===== config.mk =====
export PLATFORM = sky130hd
export DESIGN_NAME = ism_interrupt_source_map
export DESIGN_NICKNAME = d
export VERILOG_FILES = /design/src/ism_pkg.sv /design/src/ism_pin_sense.sv /design/src/ism_interrupt_source_map.sv
export SDC_FILE = /design/constraint.sdc
export NUM_CORES = 1
export LEC_CHECK = 0
export BUFFER_PORTS_ARGS = -buffer_cell sky130_fd_sc_hd__buf_2
export CELL_PAD_IN_SITES_DETAIL_PLACEMENT = 0
export CELL_PAD_IN_SITES_GLOBAL_PLACEMENT = 1
export CORE_MARGIN = 2
export CORE_UTILIZATION = 43
export CTS_BUF_LIST = sky130_fd_sc_hd__clkbuf_16
export CTS_CLUSTER_DIAMETER = 120
export CTS_CLUSTER_SIZE = 25
export DETAILED_ROUTE_END_ITERATION = 8
export HOLD_SLACK_MARGIN = 0.05
export PLACE_DENSITY_LB_ADDON = 0.1
export SLEW_MARGIN = 5
export SYNTH_ARGS = -nofsm -noshare
export SYNTH_HDL_FRONTEND = slang
export SYNTH_SLANG_ARGS = --single-unit

===== constraint.sdc =====
create_clock -name clk -period 43.7 [get_ports clk]
set_clock_uncertainty 0.2 [all_clocks]
set_input_delay 2.185 -clock clk [delete_from_list [all_inputs] [get_ports clk]]
set_output_delay 2.185 -clock clk [all_outputs]
set_load 0.05 [all_outputs]

===== src/ism_pkg.sv =====
// Shared constants and types for the interrupt source map.
package ism_pkg;

  // Line counts and widths.
  localparam int ISM_LINES   = 32;
  localparam int ISM_PINS    = 12;
  localparam int ISM_SRCS    = 24;
  localparam int ISM_LEVELS  = 4;

  // Line numbers of the vectored lines.
  localparam int ISM_LINE_TIMER    = 0;
  localparam int ISM_LINE_RADIO    = 2;
  localparam int ISM_LINE_BYTEMEM  = 3;
  localparam int ISM_LINE_HOST     = 6;
  localparam int ISM_LINE_CONTACT  = 7;
  localparam int ISM_LINE_POWER    = 9;
  localparam int ISM_LINE_SPIM     = 10;
  localparam int ISM_LINE_TWIM     = 11;
  localparam int ISM_LINE_PCRU     = 12;
  localparam int ISM_LINE_PINCOM   = 13;
  localparam int ISM_LINE_PIN0     = 14;

  // Lines that are reserved and must stay quiet.
  localparam logic [31:0] ISM_RESERVED_MASK = 32'hfc00_0132;

  // Bit positions of the peripheral requests in the raw source vector.
  localparam int ISM_SRC_TIMER   = 0;
  localparam int ISM_SRC_RADIO   = 4;
  localparam int ISM_SRC_BYTEMEM = 5;
  localparam int ISM_SRC_HOST    = 6;
  localparam int ISM_SRC_CONTACT = 10;
  localparam int ISM_SRC_POWER   = 11;
  localparam int ISM_SRC_SPIM    = 15;
  localparam int ISM_SRC_TWIM    = 16;
  localparam int ISM_SRC_PCRU    = 17;
  localparam int ISM_SRC_WDOG    = 23;

  // Active level value meaning that no handler runs.
  localparam logic [2:0] ISM_NO_LEVEL = 3'h4;

  // Reset values.
  localparam logic [31:0] ISM_PEND_RST   = 32'h0000_0000;
  localparam logic [3:0]  ISM_ACTIVE_RST = 4'h0;

  // Trigger modes of a sensed input.
  typedef enum logic [2:0] {
    TRIG_RISE,
    TRIG_FALL,
    TRIG_BOTH,
    TRIG_HIGH,
    TRIG_LOW
  } ism_trig_t;

  // Dispatch states.
  typedef enum logic [0:0] {
    ST_IDLE,
    ST_OFFER
  } ism_state_t;

endpackage : ism_pkg


===== src/ism_pin_sense.sv =====
// Synchroniser and edge or level detector for one request input.
`timescale 1ns/1ps
`default_nettype none

module ism_pin_sense (
  // Clock and reset.
  input  wire logic              clk,
  input  wire logic              rst,
  // Raw request and its trigger mode.
  input  wire logic              rawIn,
  input  var  ism_pkg::ism_trig_t mode,
  // Detected event, three cycles after the raw input.
  output logic                   event_o
);
  import ism_pkg::*;

  logic s1;
  logic s2;
  logic s3;
  logic next_s1;
  logic next_s2;
  logic next_s3;
  logic next_event;

  // The first stage feeds only the second; detection looks at later stages.
  always_comb begin
    next_s1 = rawIn;
    next_s2 = s1;
    next_s3 = s2;
    case (mode)
      TRIG_RISE: next_event = s2 & ~s3;
      TRIG_FALL: next_event = ~s2 & s3;
      TRIG_BOTH: next_event = s2 ^ s3;
      TRIG_HIGH: next_event = s2;
      TRIG_LOW:  next_event = ~s2;
      default:   next_event = 1'b0;
    endcase
  end

  // Registering the event keeps every source at the same latency.
  always_ff @(posedge clk) begin
    if (rst) begin
      s1      <= 1'b0;
      s2      <= 1'b0;
      s3      <= 1'b0;
      event_o <= 1'b0;
    end else begin
      s1      <= next_s1;
      s2      <= next_s2;
      s3      <= next_s3;
      event_o <= next_event;
    end
  end

endmodule : ism_pin_sense
`default_nettype wire


===== src/ism_interrupt_source_map.sv =====
// Interrupt source map with pending, priority masking and dispatch to the core.
`timescale 1ns/1ps
`default_nettype none

// Behaviour
// RULE1: Thirty-two numbered lines, each separately enabled and dispatched to the core.
// RULE2: Four priority levels; requests at or below the active level are masked.
// RULE3: One non-maskable request, driven by the watchdog timer.
// RULE4: Handles exceptions and peripheral lines; software may set a line pending.
// RULE5: Line 0 is the OR of the four timer requests.
// RULE6: Line 2 carries the contactless front end request.
// RULE7: Line 6 carries the host interface buffer event of any variant.
// RULE8: Line 7 carries the contact smart card request.
// RULE9: Line 9 carries the power management unit request.
// RULE10: Line 10 carries the four-wire serial master buffer event.
// RULE11: Line 11 carries the two-wire serial master buffer event.
// RULE12: Line 12 carries the power clock reset unit events.
// RULE13: Line 13 is the common request of general pins 1 to 12.
// RULE14: Lines 14 to 25 carry pins 1 to 12, each with programmable trigger.
// RULE15: The non-maskable request has no external pin; only the watchdog drives it.
// RULE16: Line 3 carries the byte memory controller; reserved lines stay quiet.
// RULE17: Every request is synchronised to the core clock before use.
module ism_interrupt_source_map (
  // Clock and reset.
  input  wire logic                clk,
  input  wire logic                rst,
  // Peripheral requests.
  input  wire logic [3:0]          timerIrq,
  input  wire logic                radioIrq,
  input  wire logic                byteMemIrq,
  input  wire logic [3:0]          hostBufIrq,
  input  wire logic                contactIrq,
  input  wire logic [3:0]          powerIrq,
  input  wire logic                spiMasterIrq,
  input  wire logic                twiMasterIrq,
  input  wire logic [5:0]          pcrIrq,
  input  wire logic                watchdogIrq,
  // General pins and their trigger modes.
  input  wire logic [11:0]         pinIn,
  input  var  ism_pkg::ism_trig_t  pinMode [ism_pkg::ISM_PINS],
  // Line configuration from the core.
  input  wire logic [31:0]         lineEnable,
  input  wire logic [1:0]          linePriority [ism_pkg::ISM_LINES],
  input  wire logic [31:0]         swSetPend,
  // Dispatch handshake with the core.
  output logic                     irqValid,
  output logic [4:0]               irqNum,
  output logic [1:0]               irqLevel,
  input  wire logic                irqAck,
  input  wire logic                excReturn,
  // Status.
  output logic [31:0]              pendingOut,
  output logic [3:0]               activeMask,
  output logic                     nmiReq
);
  import ism_pkg::*;

  logic [ISM_SRCS-1:0]  srcRaw;
  logic [ISM_SRCS-1:0]  srcEvt;
  logic [ISM_PINS-1:0]  pinEvt;
  logic [31:0]          hwLine;
  logic [31:0]          pending;
  logic [31:0]          next_pending;
  logic [31:0]          ackClr;
  logic [3:0]           next_activeMask;
  logic [2:0]           activeLevel;
  ism_state_t           state;
  ism_state_t           next_state;
  logic [4:0]           next_irqNum;
  logic [1:0]           next_irqLevel;
  logic                 found;
  logic [4:0]           bestNum;
  logic [1:0]           bestPrio;

  // Raw peripheral requests gathered in one vector for synchronising.
  assign srcRaw = {watchdogIrq, pcrIrq, twiMasterIrq, spiMasterIrq, powerIrq,
                   contactIrq, hostBufIrq, byteMemIrq, radioIrq, timerIrq};

  // Peripheral requests are level sensitive; each passes a synchroniser.
  for (genvar g = 0; g < ISM_SRCS; g++) begin : gSrc
    ism_pin_sense uSrc (  // see RULE17
      .clk     (clk),
      .rst     (rst),
      .rawIn   (srcRaw[g]),
      .mode    (TRIG_HIGH),
      .event_o (srcEvt[g])
    );
  end

  // Each general pin has its own programmable trigger.
  for (genvar p = 0; p < ISM_PINS; p++) begin : gPin
    ism_pin_sense uPin (  // see RULE14
      .clk     (clk),
      .rst     (rst),
      .rawIn   (pinIn[p]),
      .mode    (pinMode[p]),
      .event_o (pinEvt[p])
    );
  end

  // Map the synchronised sources onto numbered lines; unnamed lines stay low.
  always_comb begin
    hwLine                   = '0;  // see RULE16
    hwLine[ISM_LINE_TIMER]   = |srcEvt[ISM_SRC_TIMER +: 4];  // see RULE5
    hwLine[ISM_LINE_RADIO]   = srcEvt[ISM_SRC_RADIO];  // see RULE6
    hwLine[ISM_LINE_BYTEMEM] = srcEvt[ISM_SRC_BYTEMEM];  // see RULE16
    hwLine[ISM_LINE_HOST]    = |srcEvt[ISM_SRC_HOST +: 4];  // see RULE7
    hwLine[ISM_LINE_CONTACT] = srcEvt[ISM_SRC_CONTACT];  // see RULE8
    hwLine[ISM_LINE_POWER]   = |srcEvt[ISM_SRC_POWER +: 4];  // see RULE9
    hwLine[ISM_LINE_SPIM]    = srcEvt[ISM_SRC_SPIM];  // see RULE10
    hwLine[ISM_LINE_TWIM]    = srcEvt[ISM_SRC_TWIM];  // see RULE11
    hwLine[ISM_LINE_PCRU]    = |srcEvt[ISM_SRC_PCRU +: 6];  // see RULE12
    hwLine[ISM_LINE_PINCOM]  = |pinEvt;  // see RULE13
    hwLine[ISM_LINE_PIN0 +: ISM_PINS] = pinEvt;  // see RULE14
  end

  // The watchdog is the only driver of the non-maskable request; no pin reaches it.
  assign nmiReq = srcEvt[ISM_SRC_WDOG];  // see RULE3 see RULE15

  // Active level is the most urgent level in service, or none.
  always_comb begin
    activeLevel = ISM_NO_LEVEL;
    for (int l = ISM_LEVELS - 1; l >= 0; l--) begin
      if (activeMask[l]) begin
        activeLevel = 3'(l);
      end
    end
  end

  // Pick the most urgent eligible line; ties go to the lower line number.
  always_comb begin
    found    = 1'b0;
    bestNum  = 5'h0;
    bestPrio = 2'h3;
    for (int i = ISM_LINES - 1; i >= 0; i--) begin
      if (pending[i] && lineEnable[i] && ({1'b0, linePriority[i]} < activeLevel)  // see RULE2
          && (!found || linePriority[i] <= bestPrio)) begin
        found    = 1'b1;
        bestNum  = 5'(i);
        bestPrio = linePriority[i];
      end
    end
  end

  // The offer is withdrawn at once if its line is disabled or becomes masked.
  assign irqValid = (state == ST_OFFER) && lineEnable[irqNum]  // see RULE1
                    && ({1'b0, irqLevel} < activeLevel);

  // Dispatch sequence and nesting of active levels.
  always_comb begin
    next_state      = state;
    next_irqNum     = irqNum;
    next_irqLevel   = irqLevel;
    next_activeMask = activeMask;
    ackClr          = '0;
    // A return retires the most urgent level before any new one is taken.
    if (excReturn && activeLevel != ISM_NO_LEVEL) begin
      next_activeMask[activeLevel[1:0]] = 1'b0;
    end
    case (state)
      ST_IDLE: begin
        if (found) begin
          next_state    = ST_OFFER;
          next_irqNum   = bestNum;
          next_irqLevel = bestPrio;
        end
      end
      ST_OFFER: begin
        if (irqValid && irqAck) begin
          ackClr[irqNum]            = 1'b1;  // see RULE1
          next_activeMask[irqLevel] = 1'b1;  // see RULE2
          next_state                = ST_IDLE;
        end else if (!irqValid) begin
          next_state = ST_IDLE;
        end
      end
      default: begin
        next_state = ST_IDLE;
      end
    endcase
  end

  // New requests win over the acknowledge clear, so none is lost.
  always_comb begin
    next_pending = (pending & ~ackClr) | hwLine | swSetPend;  // see RULE4
    next_pending = next_pending & ~ISM_RESERVED_MASK;  // see RULE16
  end

  // State registers.
  always_ff @(posedge clk) begin
    if (rst) begin
      state      <= ST_IDLE;
      irqNum     <= 5'h0;
      irqLevel   <= 2'h0;
      activeMask <= ISM_ACTIVE_RST;
      pending    <= ISM_PEND_RST;
    end else begin
      state      <= next_state;
      irqNum     <= next_irqNum;
      irqLevel   <= next_irqLevel;
      activeMask <= next_activeMask;
      pending    <= next_pending;
    end
  end

  assign pendingOut = pending;
endmodule : ism_interrupt_source_map
`default_nettype wire


==> results of run 1 <==
==> logic make-up after synthesis <==
family	count (synthesis)
adder cells (fa/ha/maj)	89
multiplexers	45
AO/OA/AOI/OAI	251
buffers and inverters	126
flip-flops	154
other	1
AND/OR/NAND/NOR	385
==> critical path, delay by kind of cell <==
family | cells | cell delay, ns
AO/OA/AOI/OAI | 67 | 14.70
AND/OR/NAND/NOR | 38 | 6.57
adder cells (fa/ha/maj) | 22 | 6.06
multiplexers | 6 | 2.22
buffers and inverters | 6 | 0.56
==> power breakdown <==
part           internal (uW)  switching (uW)  total [uW]
registers                150            14.8         165
clock network           81.9            65.3         147
logic                   97.0             142         239
==> per-stage QoR <==
stage	total power [uW]	cell area, um^2	std cells	utilization	worst slack [ns]
after floorplan	343	9360	1060	-	16.62
after global placement	402	10500	1504	0.498	11.64
after detailed placement	406	10500	1504	0.498	11.41
after CTS	555	11100	1536	0.527	11.78
after global routing	594	11200	1538	0.527	8.92
final	551	11200	1541	0.527	11.47
==> worst paths after layout <==
check             slack [ns]                         endpoint                       startpoint  cells past startpoint
setup / recovery       11.47         irqLevel[1]$_SDFFE_PP0P_                 linePriority[13]                    139
hold reg to reg         0.23  gSrc[2].uSrc.event_o$_SDFF_PP0_  gSrc[2].uSrc.next_s3$_SDFF_PP0_                      1
setup reg to reg       12.44         irqLevel[1]$_SDFFE_PP0P_         activeMask[1]$_SDFF_PP0_                    139
hold / removal          0.23  gSrc[2].uSrc.event_o$_SDFF_PP0_  gSrc[2].uSrc.next_s3$_SDFF_PP0_                      1
==> layout make-up <==
type,count,area (um^2)
diodes,5,12.5
fillers,2066,10000
flip-flops and latches,154,3080
clock inverters,15,175
multi-input cells,780,5730
well taps,275,344
repair buffers,212,1070
clock buffers,17,425
inverters,83,312
==> state kept, by name, indices dropped and copies added, names as in the netlist, 4 cells and up <==
register,cells
gSrc.uSrc.next_s2,24
activeMask,4
gSrc.uSrc.event_o,24
irqNum,5
gSrc.uSrc.next_s3,24
gPin.uPin.s3,12
pendingOut,22
gPin.uPin.event_o,12
gPin.uPin.next_s3,12
gPin.uPin.next_s2,12
==> cell usage after synthesis, types with 7 or more instances <==
cell type / instances / area [um^2]
dfxtp_1: 154 / 3080
nor2b_1: 113 / 707
nor2_1: 91 / 342
ha_1: 89 / 1110
inv_1: 83 / 312
nand2_1: 70 / 263
o21ai_0: 59 / 295
a21oi_1: 51 / 255
nor3_1: 27 / 135
clkbuf_1: 24 / 90.1
mux4_2: 20 / 450
mux2i_1: 16 / 160
a31oi_1: 13 / 81.3
nand3_1: 13 / 65.1
o21ai_1: 12 / 60.1
buf_4: 10 / 75.1
o21bai_1: 10 / 75.1
mux2_2: 9 / 101
o21a_1: 8 / 60.1
o41ai_1: 8 / 70.1
a21o_1: 7 / 52.6
and3_1: 7 / 43.8
o211ai_1: 7 / 52.6
or3_1: 7 / 43.8
==> routing by layer <==
metal  GRT usage  vias up
met2       0.388      203
li1            -     4128
met4      0.0874        2
met5           0        -
met1       0.273     3731
met3      0.0578       45
==> reports/metrics.yaml, run 1 <==
synthesis:
  synth_top_family_by_area: "simple AND/OR/NAND/NOR gates"
  seq_area_frac_synth: 0.330
  synthAdderAreaFrac: 0.119
  synth_cells: 1051
  ys_ff_latch: 154
  synth_area_mm2: 0.00933
  synth_xor_area_frac: 0
  synth_compound_area_frac: 0.192
  muxShareOfSynthArea: 0.0763
  synthFlopType: "dfxtp_1"
  yosysWarnings: 0
  synth-simple-area-share: 0.223
  synth.distinct_cells: 85
  avgSynthCellArea_um2: 8.88
  async_flop_share: 0
  synth-edff-count: 0
placement:
  numPortBuffers: 208
  gp_congestion: 0.862
  dp_hpwl_mm: 20.3
drt:
  detail_route.wirelength.met1_mm: 11.1
  wl_met3_mm: 1.45
  wl_mm: 25.3
  top_layer: "met5"
  drt-pass1-iter-count: 5
  wl_met2_mm: 12.0
  ant_nets: 0
  drt_iter0_drc: 355
  avgRoutedWirePerCell_um: 16.4
  drc: 0
  avgViaCountPerCell: 5.26
  vias: 8109
power:
  cellLeakagePower_uw: 0.00507
  peakVddDrop_mv: 0.0245
  pwr_density_cell_mw_per_mm2: 49.4
clock_network:
  clkSinkCount: 154
  worstSkewPairLatency_ns: 0.43
  cts_tree: "done"
  cts.clk_slew.worst_paths_ns: 0.07
  cts_hold_buf: 0
  cts_setup_buffers: 0
  cts_made_buffers: 17
  htree_levels: 4
  cts_max_path_buffers: 2
  cts_resized: 0
  cts_root_buf: "clkbuf_16"
timing:
  hold_viol: 0
  rsz0062_at_grt: "no"
  timing.final.crit_share: 0.737
  fin_setup_tns_ns: 0
  fmax_ghz: 0.0310
  slew_headroom: 0.334
  timing.hold.ws_ns: 0.233
  max_slew.worst_pin.slew_ns: 0.997
  slew_violations: 0
  finalSetupViolCount: 0
  layout_min_cycle_time_ns: 32.23
critical_path:
  worst_setup_path_end_kind: "register"
  cp_max_fo: 12
  critPathLaunchType: "input port"
  critPathMaxStageDelay_ns: 0.63
  crit_path_top_delay_cell: "o21ai_1"
  crit_path_frequent_cell: "ha_1"
  cp.required_ns: 43.80
  arrival_ns: 32.33
  critical_path_class: "input port to register"
global_route:
  antenna_found_initial: 4
  grt_pass1_vias: 7935
  grt_overflow_total: 0
  grt_use_total: 0.227
  grt_pass1_wl_mm: 40.1
  grt_start_max_net_pins: 81
final_layout:
  nets: 1541
  layout_common_cells: "buf_2 (207), dfxtp_1 (154), nor2b_1 (113)"
  syn2layout_area_growth_pct: 19.6
  drive_above_1_share: 0.246
  final_common_cell: "buf_2"
floorplan:
  die_y_um: 151
  die_w_um: 151
  core_area_mm2: 0.0212
  design.portCount: 249
  die_area_mm2: 0.0229
  rows: 53
  initial_core_util: 0.441
worst_hold_path:
  hold_class: "register to register"
run_status:
  status: "completed"
run:
  maxCapViolations: 0
No activity file was read; power rests on OpenSTA's default activity.
==> inputs of run 2 (changes only) <==
--- a/config.mk
+++ b/config.mk
@@ -9,7 +9,7 @@
 export CELL_PAD_IN_SITES_DETAIL_PLACEMENT = 0
 export CELL_PAD_IN_SITES_GLOBAL_PLACEMENT = 1
 export CORE_MARGIN = 2
-export CORE_UTILIZATION = 43
+export CORE_UTILIZATION = 36
 export CTS_BUF_LIST = sky130_fd_sc_hd__clkbuf_16
 export CTS_CLUSTER_DIAMETER = 120
 export CTS_CLUSTER_SIZE = 25
==> constraint.sdc (replaced) <==
create_clock -name clk -period 25.9 [get_ports clk]
set_clock_uncertainty 0.2 [all_clocks]
set_input_delay 1.295 -clock clk [delete_from_list [all_inputs] [get_ports clk]]
set_output_delay 1.295 -clock clk [all_outputs]
set_load 0.05 [all_outputs]
==> run 2 against run 1 <==
Critical path depth up 9. Wire length grew 16%. Worst hold slack about the same. Final area up 21%. Non-clock buffer count is 162 higher. Total power is 120% higher. Clock-buffer cell count unchanged. Sequential power increased by 65%. Clock power rose by 70%. Critical endpoint unchanged.
==> reports/metrics.yaml, run 2 (same netlist as run 1, synthesis figures left out) <==
run_status:
  status: "completed"
timing:
  finalSetupViolCount: 0  # unchanged
  slew_headroom: 0.254  # -0.0807
  fmax_ghz: 0.0394
  hold_viol: 0  # unchanged
  rsz0062_at_grt: "yes"
  slew_violations: 0  # unchanged
  timing.hold.ws_ns: 0.233  # -0.000135 ns
  layout_min_cycle_time_ns: 25.36
  fin_setup_tns_ns: 0  # unchanged
  timing.final.crit_share: 0.979
  max_slew.worst_pin.slew_ns: 1.10  # +0.107 ns
global_route:
  antenna_found_initial: 6  # +2
  grt_overflow_total: 0  # unchanged
  grt_use_total: 0.208  # -0.0189
  grt_start_max_net_pins: 80  # -1.2%
  grt_pass1_wl_mm: 43.4  # +8.2%
  grt_pass1_vias: 8271  # +4.2%
clock_network:
  cts_made_buffers: 17  # unchanged
  clkSinkCount: 154  # unchanged
  cts.clk_slew.worst_paths_ns: 0.07  # about the same
  cts_max_path_buffers: 2  # unchanged
  cts_hold_buf: 0  # unchanged
  htree_levels: 4  # unchanged
  cts_tree: "done"
  worstSkewPairLatency_ns: 0.42  # about the same
  cts_root_buf: "clkbuf_16"
placement:
  dp_hpwl_mm: 22.5  # +11%
  numPortBuffers: 208  # unchanged
  dp_cells: 1678  # +12%
  gp_congestion: 0.882  # +2.2%
power:
  peakVddDrop_mv: 0.0473  # +93%
  cellLeakagePower_uw: 0.00607  # +20%
  pwr_density_cell_mw_per_mm2: 90.8  # +84%
drt:
  vias: 8833  # +8.9%
  drt_iter0_drc: 356  # +0.28%
  avgRoutedWirePerCell_um: 16.7  # +1.6%
  avgViaCountPerCell: 5.03  # -4.4%
  drc: 0  # unchanged
  ant_nets: 0  # unchanged
  wl_mm: 29.3  # +16%
  drt-pass1-iter-count: 4  # -1
floorplan:
  rows: 58  # +9.4%
  die_area_mm2: 0.0272  # +19%
  die_w_um: 165  # +9.0%
  initial_core_util: 0.368  # -0.0727
  design.portCount: 249  # unchanged
  die_y_um: 165  # +9.0%
  core_area_mm2: 0.0253  # +20%
critical_path:
  critPathLaunchType: "input port"
  cp.required_ns: 26.00  # -17.80 ns
  critical_path_class: "input port to register"
  crit_path_top_delay_cell: "or3_4"
  crit_end: "irqLevel[1]$_SDFFE_PP0P_"
  cp_max_fo: 5  # -7
  arrival_ns: 25.47  # -6.86 ns
  worst_setup_path_end_kind: "register"
  r2r-start: "activeMask[3]$_SDFF_PP0_"
  timing.rr.end: "irqLevel[1]$_SDFFE_PP0P_"
  r2r_cells: 148  # +6.5%
  rrSetupSlack_ns: 0.86  # -11.58 ns
  crit_start: "linePriority[12]"
  critPathMaxStageDelay_ns: 0.39  # -0.24 ns
worst_hold_path:
  hold_class: "register to register"
  worstHoldStart: "gSrc[7].uSrc.next_s2$_SDFF_PP0_"
final_layout:
  drive_above_1_share: 0.428  # +0.182
  layout_common_cells: "buf_2 (206), buf_4 (160), dfxtp_1 (152)"
  final_cells: 1756  # +14%
  syn2layout_area_growth_pct: 44.3
  nets: 1703  # +11%
  final_common_cell: "buf_2"
run:
  maxCapViolations: 0  # unchanged
==> run 2: changes by cell type in the layout (fill, tap and decap cells not counted), moves of 14 or more <==
cell     delta
a21oi_2    +15
buf_4     +155
o21ai_0    -20
a21oi_1    -19
ha_4       +19
o21ai_2    +14
ha_1       -21
==> run 2: worst min path at each step <==
stage                     slack [ns]  depth (start not counted)                          endpoint
after floorplan                 0.21                          1   gPin[0].uPin.next_s3$_SDFF_PP0_
after global placement          0.22                          1   gPin[1].uPin.next_s3$_SDFF_PP0_
after detailed placement        0.22                          1  gSrc[14].uSrc.event_o$_SDFF_PP0_
after CTS                       0.24                          1  gSrc[14].uSrc.event_o$_SDFF_PP0_
after global routing            0.25                          1   gSrc[2].uSrc.event_o$_SDFF_PP0_
final                           0.23                          1   gSrc[7].uSrc.next_s3$_SDFF_PP0_
==> run 2: area by class of cell <==
type,count,area (um^2)
inverter,83,314
clock buffer,17,425
multi-input combinational,780,6690
timing repair buffer,374,2330
fill,2444,11900
sequential,154,3090
clock inverter,15,193
antenna,3,7.51
tap,330,413
==> run 2: stage by stage <==
| step | power [uW] | worst slack, ns | cell area [um^2] | utilization |
|---|---|---|---|---|
| floorplan | 580 | 0.0195 | 9390 | - |
| global placement | 768 | -1.97 | 11500 | 0.456 |
| detailed placement | 774 | -1.96 | 11500 | 0.456 |
| CTS | 1080 | 0.00998 | 12500 | 0.492 |
| global route | 1300 | -0.641 | 13500 | 0.532 |
| finish | 1220 | 0.536 | 13500 | 0.532 |
==> run 2: power by group <==
part           leakage, uW  switching, uW  internal [uW]  total [uW]
logic              0.00450            349            351         700
registers          0.00127           19.9            253         273
clock network     0.000295            111            139         250
==> run 2: repair_timing <==
item | in CTS | in global routing
setup buffers | 17 | 28
resized for setup | 52 | 153
pin swaps | 28 | 86
endpoints found under the setup margin | 7 | 7
==> run 2: critical path: cells and delay by family <==
kind / cells / cell delay, ns
AO/OA/AOI/OAI: 71 / 10.97
multiplexers: 4 / 1.11
AND/OR/NAND/NOR: 39 / 4.89
adder cells (fa/ha/maj): 21 / 5.44
buffers and inverters: 13 / 1.72
==> run 2: metal layers <==
layer | global-route usage | up-vias | routed length [um]
met5 | 0 | - | 51
met4 | 0.0625 | 8 | 617
met3 | 0.0412 | 47 | 1260
met2 | 0.365 | 169 | 14900
met1 | 0.256 | 4152 | 12500
li1 | - | 4457 | -
==> inputs of run 3 (changes only) <==
--- a/config.mk
+++ b/config.mk
@@ -10,12 +10,11 @@
 export CELL_PAD_IN_SITES_GLOBAL_PLACEMENT = 1
 export CORE_MARGIN = 2
 export CORE_UTILIZATION = 36
-export CTS_BUF_LIST = sky130_fd_sc_hd__clkbuf_16
 export CTS_CLUSTER_DIAMETER = 120
 export CTS_CLUSTER_SIZE = 25
 export DETAILED_ROUTE_END_ITERATION = 8
 export HOLD_SLACK_MARGIN = 0.05
-export PLACE_DENSITY_LB_ADDON = 0.1
+export PLACE_DENSITY = 0.85
 export SLEW_MARGIN = 5
 export SYNTH_ARGS = -nofsm -noshare
 export SYNTH_HDL_FRONTEND = slang
==> run 3 against run 2 <==
Flip-flop and latch count unchanged. Worst hold slack got worse by 0.00068 ns. Non-clock buffer count fell by 17.
==> reports/metrics.yaml, run 3 (same netlist as run 1, synthesis figures left out) <==
run_status:
  status: "completed"
final_layout:
  final_cells: 1736  # -1.1%
  num-fill-cells: 2330  # -4.7%
  drive_above_1_share: 0.410  # -0.0176
  layout_common_cells: "buf_2 (205), dfxtp_1 (152), buf_4 (144)"
  nets: 1686  # -1.0%
  final_common_cell: "buf_2"
  diodes: 0  # -3
  utilization: 0.520  # -0.0116
  syn2layout_area_growth_pct: 41.2
critical_path:
  crit_path_frequent_cell: "ha_1"
  critPathMaxStageDelay_ns: 0.54  # +0.15 ns
  cp_max_fo: 6  # +1
  critPathLaunchType: "input port"
  arrival_ns: 25.95  # +0.48 ns
  crit_path_top_delay_cell: "or4_4"
  critical_path_class: "input port to register"
  worst_setup_path_end_kind: "register"
  cp.required_ns: 26.05  # +0.05 ns
timing:
  max_slew.worst_pin.slew_ns: 0.994  # -0.110 ns
  fmax_ghz: 0.0388  # -1.7%
  layout_min_cycle_time_ns: 25.80  # +0.432 ns
  worst_slack_ns: 0.103  # -0.432 ns
  hold_viol: 0  # unchanged
  slew_headroom: 0.336  # +0.0829
  slew_violations: 0  # unchanged
  timing.final.crit_share: 0.996  # +0.0167
  timing.hold.ws_ns: 0.232  # -0.000681 ns
  rsz0062_at_grt: "yes"
  fin_setup_tns_ns: 0  # unchanged
  finalSetupViolCount: 0  # unchanged
placement:
  gp_congestion: 0.895  # +1.5%
  dp_cells: 1659  # -1.1%
  place_ws_ns: -2.11  # -0.152 ns
  numPortBuffers: 208  # unchanged
  dp_hpwl_mm: 22.4  # -0.51%
floorplan:
  die_w_um: 165  # unchanged
  die_area_mm2: 0.0272  # unchanged
  die_y_um: 165  # unchanged
  design.portCount: 249  # unchanged
  initial_core_util: 0.368  # unchanged
  core_area_mm2: 0.0253  # unchanged
  rows: 58  # unchanged
drt:
  drt-pass1-iter-count: 7  # +3
  drt_iter0_drc: 472  # +33%
  avgRoutedWirePerCell_um: 17.1  # +2.4%
  wl_mm: 29.7  # +1.3%
  ant_nets: 0  # unchanged
  vias: 8971  # +1.6%
  avgViaCountPerCell: 5.17  # +2.7%
  drc: 0  # unchanged
global_route:
  grt_use_total: 0.209  # +0.00122
  grt_overflow_total: 0  # unchanged
  grt_start_max_net_pins: 80  # unchanged
  antenna_found_initial: 3  # -3
  met3_usage: 0.0520  # +0.0108
  grt_pass1_vias: 8438  # +2.0%
  grt_pass1_wl_mm: 44.0  # +1.3%
  use_met1: 0.255  # -0.00144
  globalRoute.busiestLayer: "met2"
  grt_util_met2: 0.358  # -0.00704
power:
  cellLeakagePower_uw: 0.00593  # -2.3%
  pwr_density_cell_mw_per_mm2: 90.4  # -0.44%
  peakVddDrop_mv: 0.0422  # -11%
clock_network:
  cts_tree: "done"
  cts_made_buffers: 17  # unchanged
  htree_levels: 4  # unchanged
  cts.clk_slew.worst_paths_ns: 0.08  # about the same
  cts_root_buf: "clkbuf_16"
  clkSinkCount: 154  # unchanged
  cts_max_path_buffers: 2  # unchanged
  cts_hold_buf: 0  # unchanged
  worstSkewPairLatency_ns: 0.42  # about the same
run:
  maxCapViolations: 0  # unchanged
worst_hold_path:
  hold_class: "register to register"
run 3: cell types whose count changed in the layout (fill, tap and decap cells not counted), moves of 3 or more:
cell     delta
buf_4      -16
ha_1        +6
ha_4        -5
nand2_1     +4
o21ai_4     -4
diode_2     -3
nand2_4     -3
nor2b_1     +3
o21ai_2     +3
run 3: per-stage QoR:
step / power (uW) / cell area, um^2
6_report: 1190 / 13200
5_1_grt: 1260 / 13200
4_1_cts: 1050 / 12200
3_5_place_dp: 761 / 11400
3_3_place_gp: 748 / 11400
2_1_floorplan: 580 / 9390
run 3: critical path: cells and delay by family:
kind / cells / cell delay, ns
simple gates: 39 / 5.54
buf+inv: 16 / 1.89
compound gates: 63 / 9.34
fa+ha+maj: 21 / 5.74
mux: 7 / 2.15
run 3: routing by layer:
layer / wire length, um / share of wire / up-vias
li1: - / - / 4421
met1: 12500 / 0.42 / 4189
met2: 14300 / 0.48 / 301
met3: 2020 / 0.068 / 54
met4: 848 / 0.029 / 6
met5: 43 / 0.0014 / -
run 3: what timing repair did:
action,CTS,global route
setup buffers,14,33
endpoints found under the setup margin,7,7
gates resized for setup,39,148
pin swaps,13,106
run 3: worst paths after layout:
| kind | from | endpoint | slack, ns | depth (start not counted) |
|---|---|---|---|---|
| max | linePriority[12] | irqNum[3]$_SDFFE_PP0P_ | 0.10 | 146 |
| min | gPin[7].uPin.next_s2$_SDFF_PP0_ | gPin[7].uPin.next_s3$_SDFF_PP0_ | 0.23 | 1 |
| max reg2reg | activeMask[1]$_SDFF_PP0_ | irqNum[3]$_SDFFE_PP0P_ | 0.37 | 149 |
| min reg2reg | gPin[7].uPin.next_s2$_SDFF_PP0_ | gPin[7].uPin.next_s3$_SDFF_PP0_ | 0.23 | 1 |
run 3: report_power, final:
part / internal, uW / switching (uW)
registers: 252 / 24.2
logic: 328 / 337
clock network: 132 / 117
run 3: cell type report:
type                    count  area [um^2]  share of cell area
repair buffers            357         2200               0.167
well taps                 330          413              0.0313
clock buffers              18          439              0.0333
inverters                  83          314              0.0238
multi-input cells         780         6580               0.499
clock inverters            14          148              0.0112
flip-flops and latches    154         3090               0.234
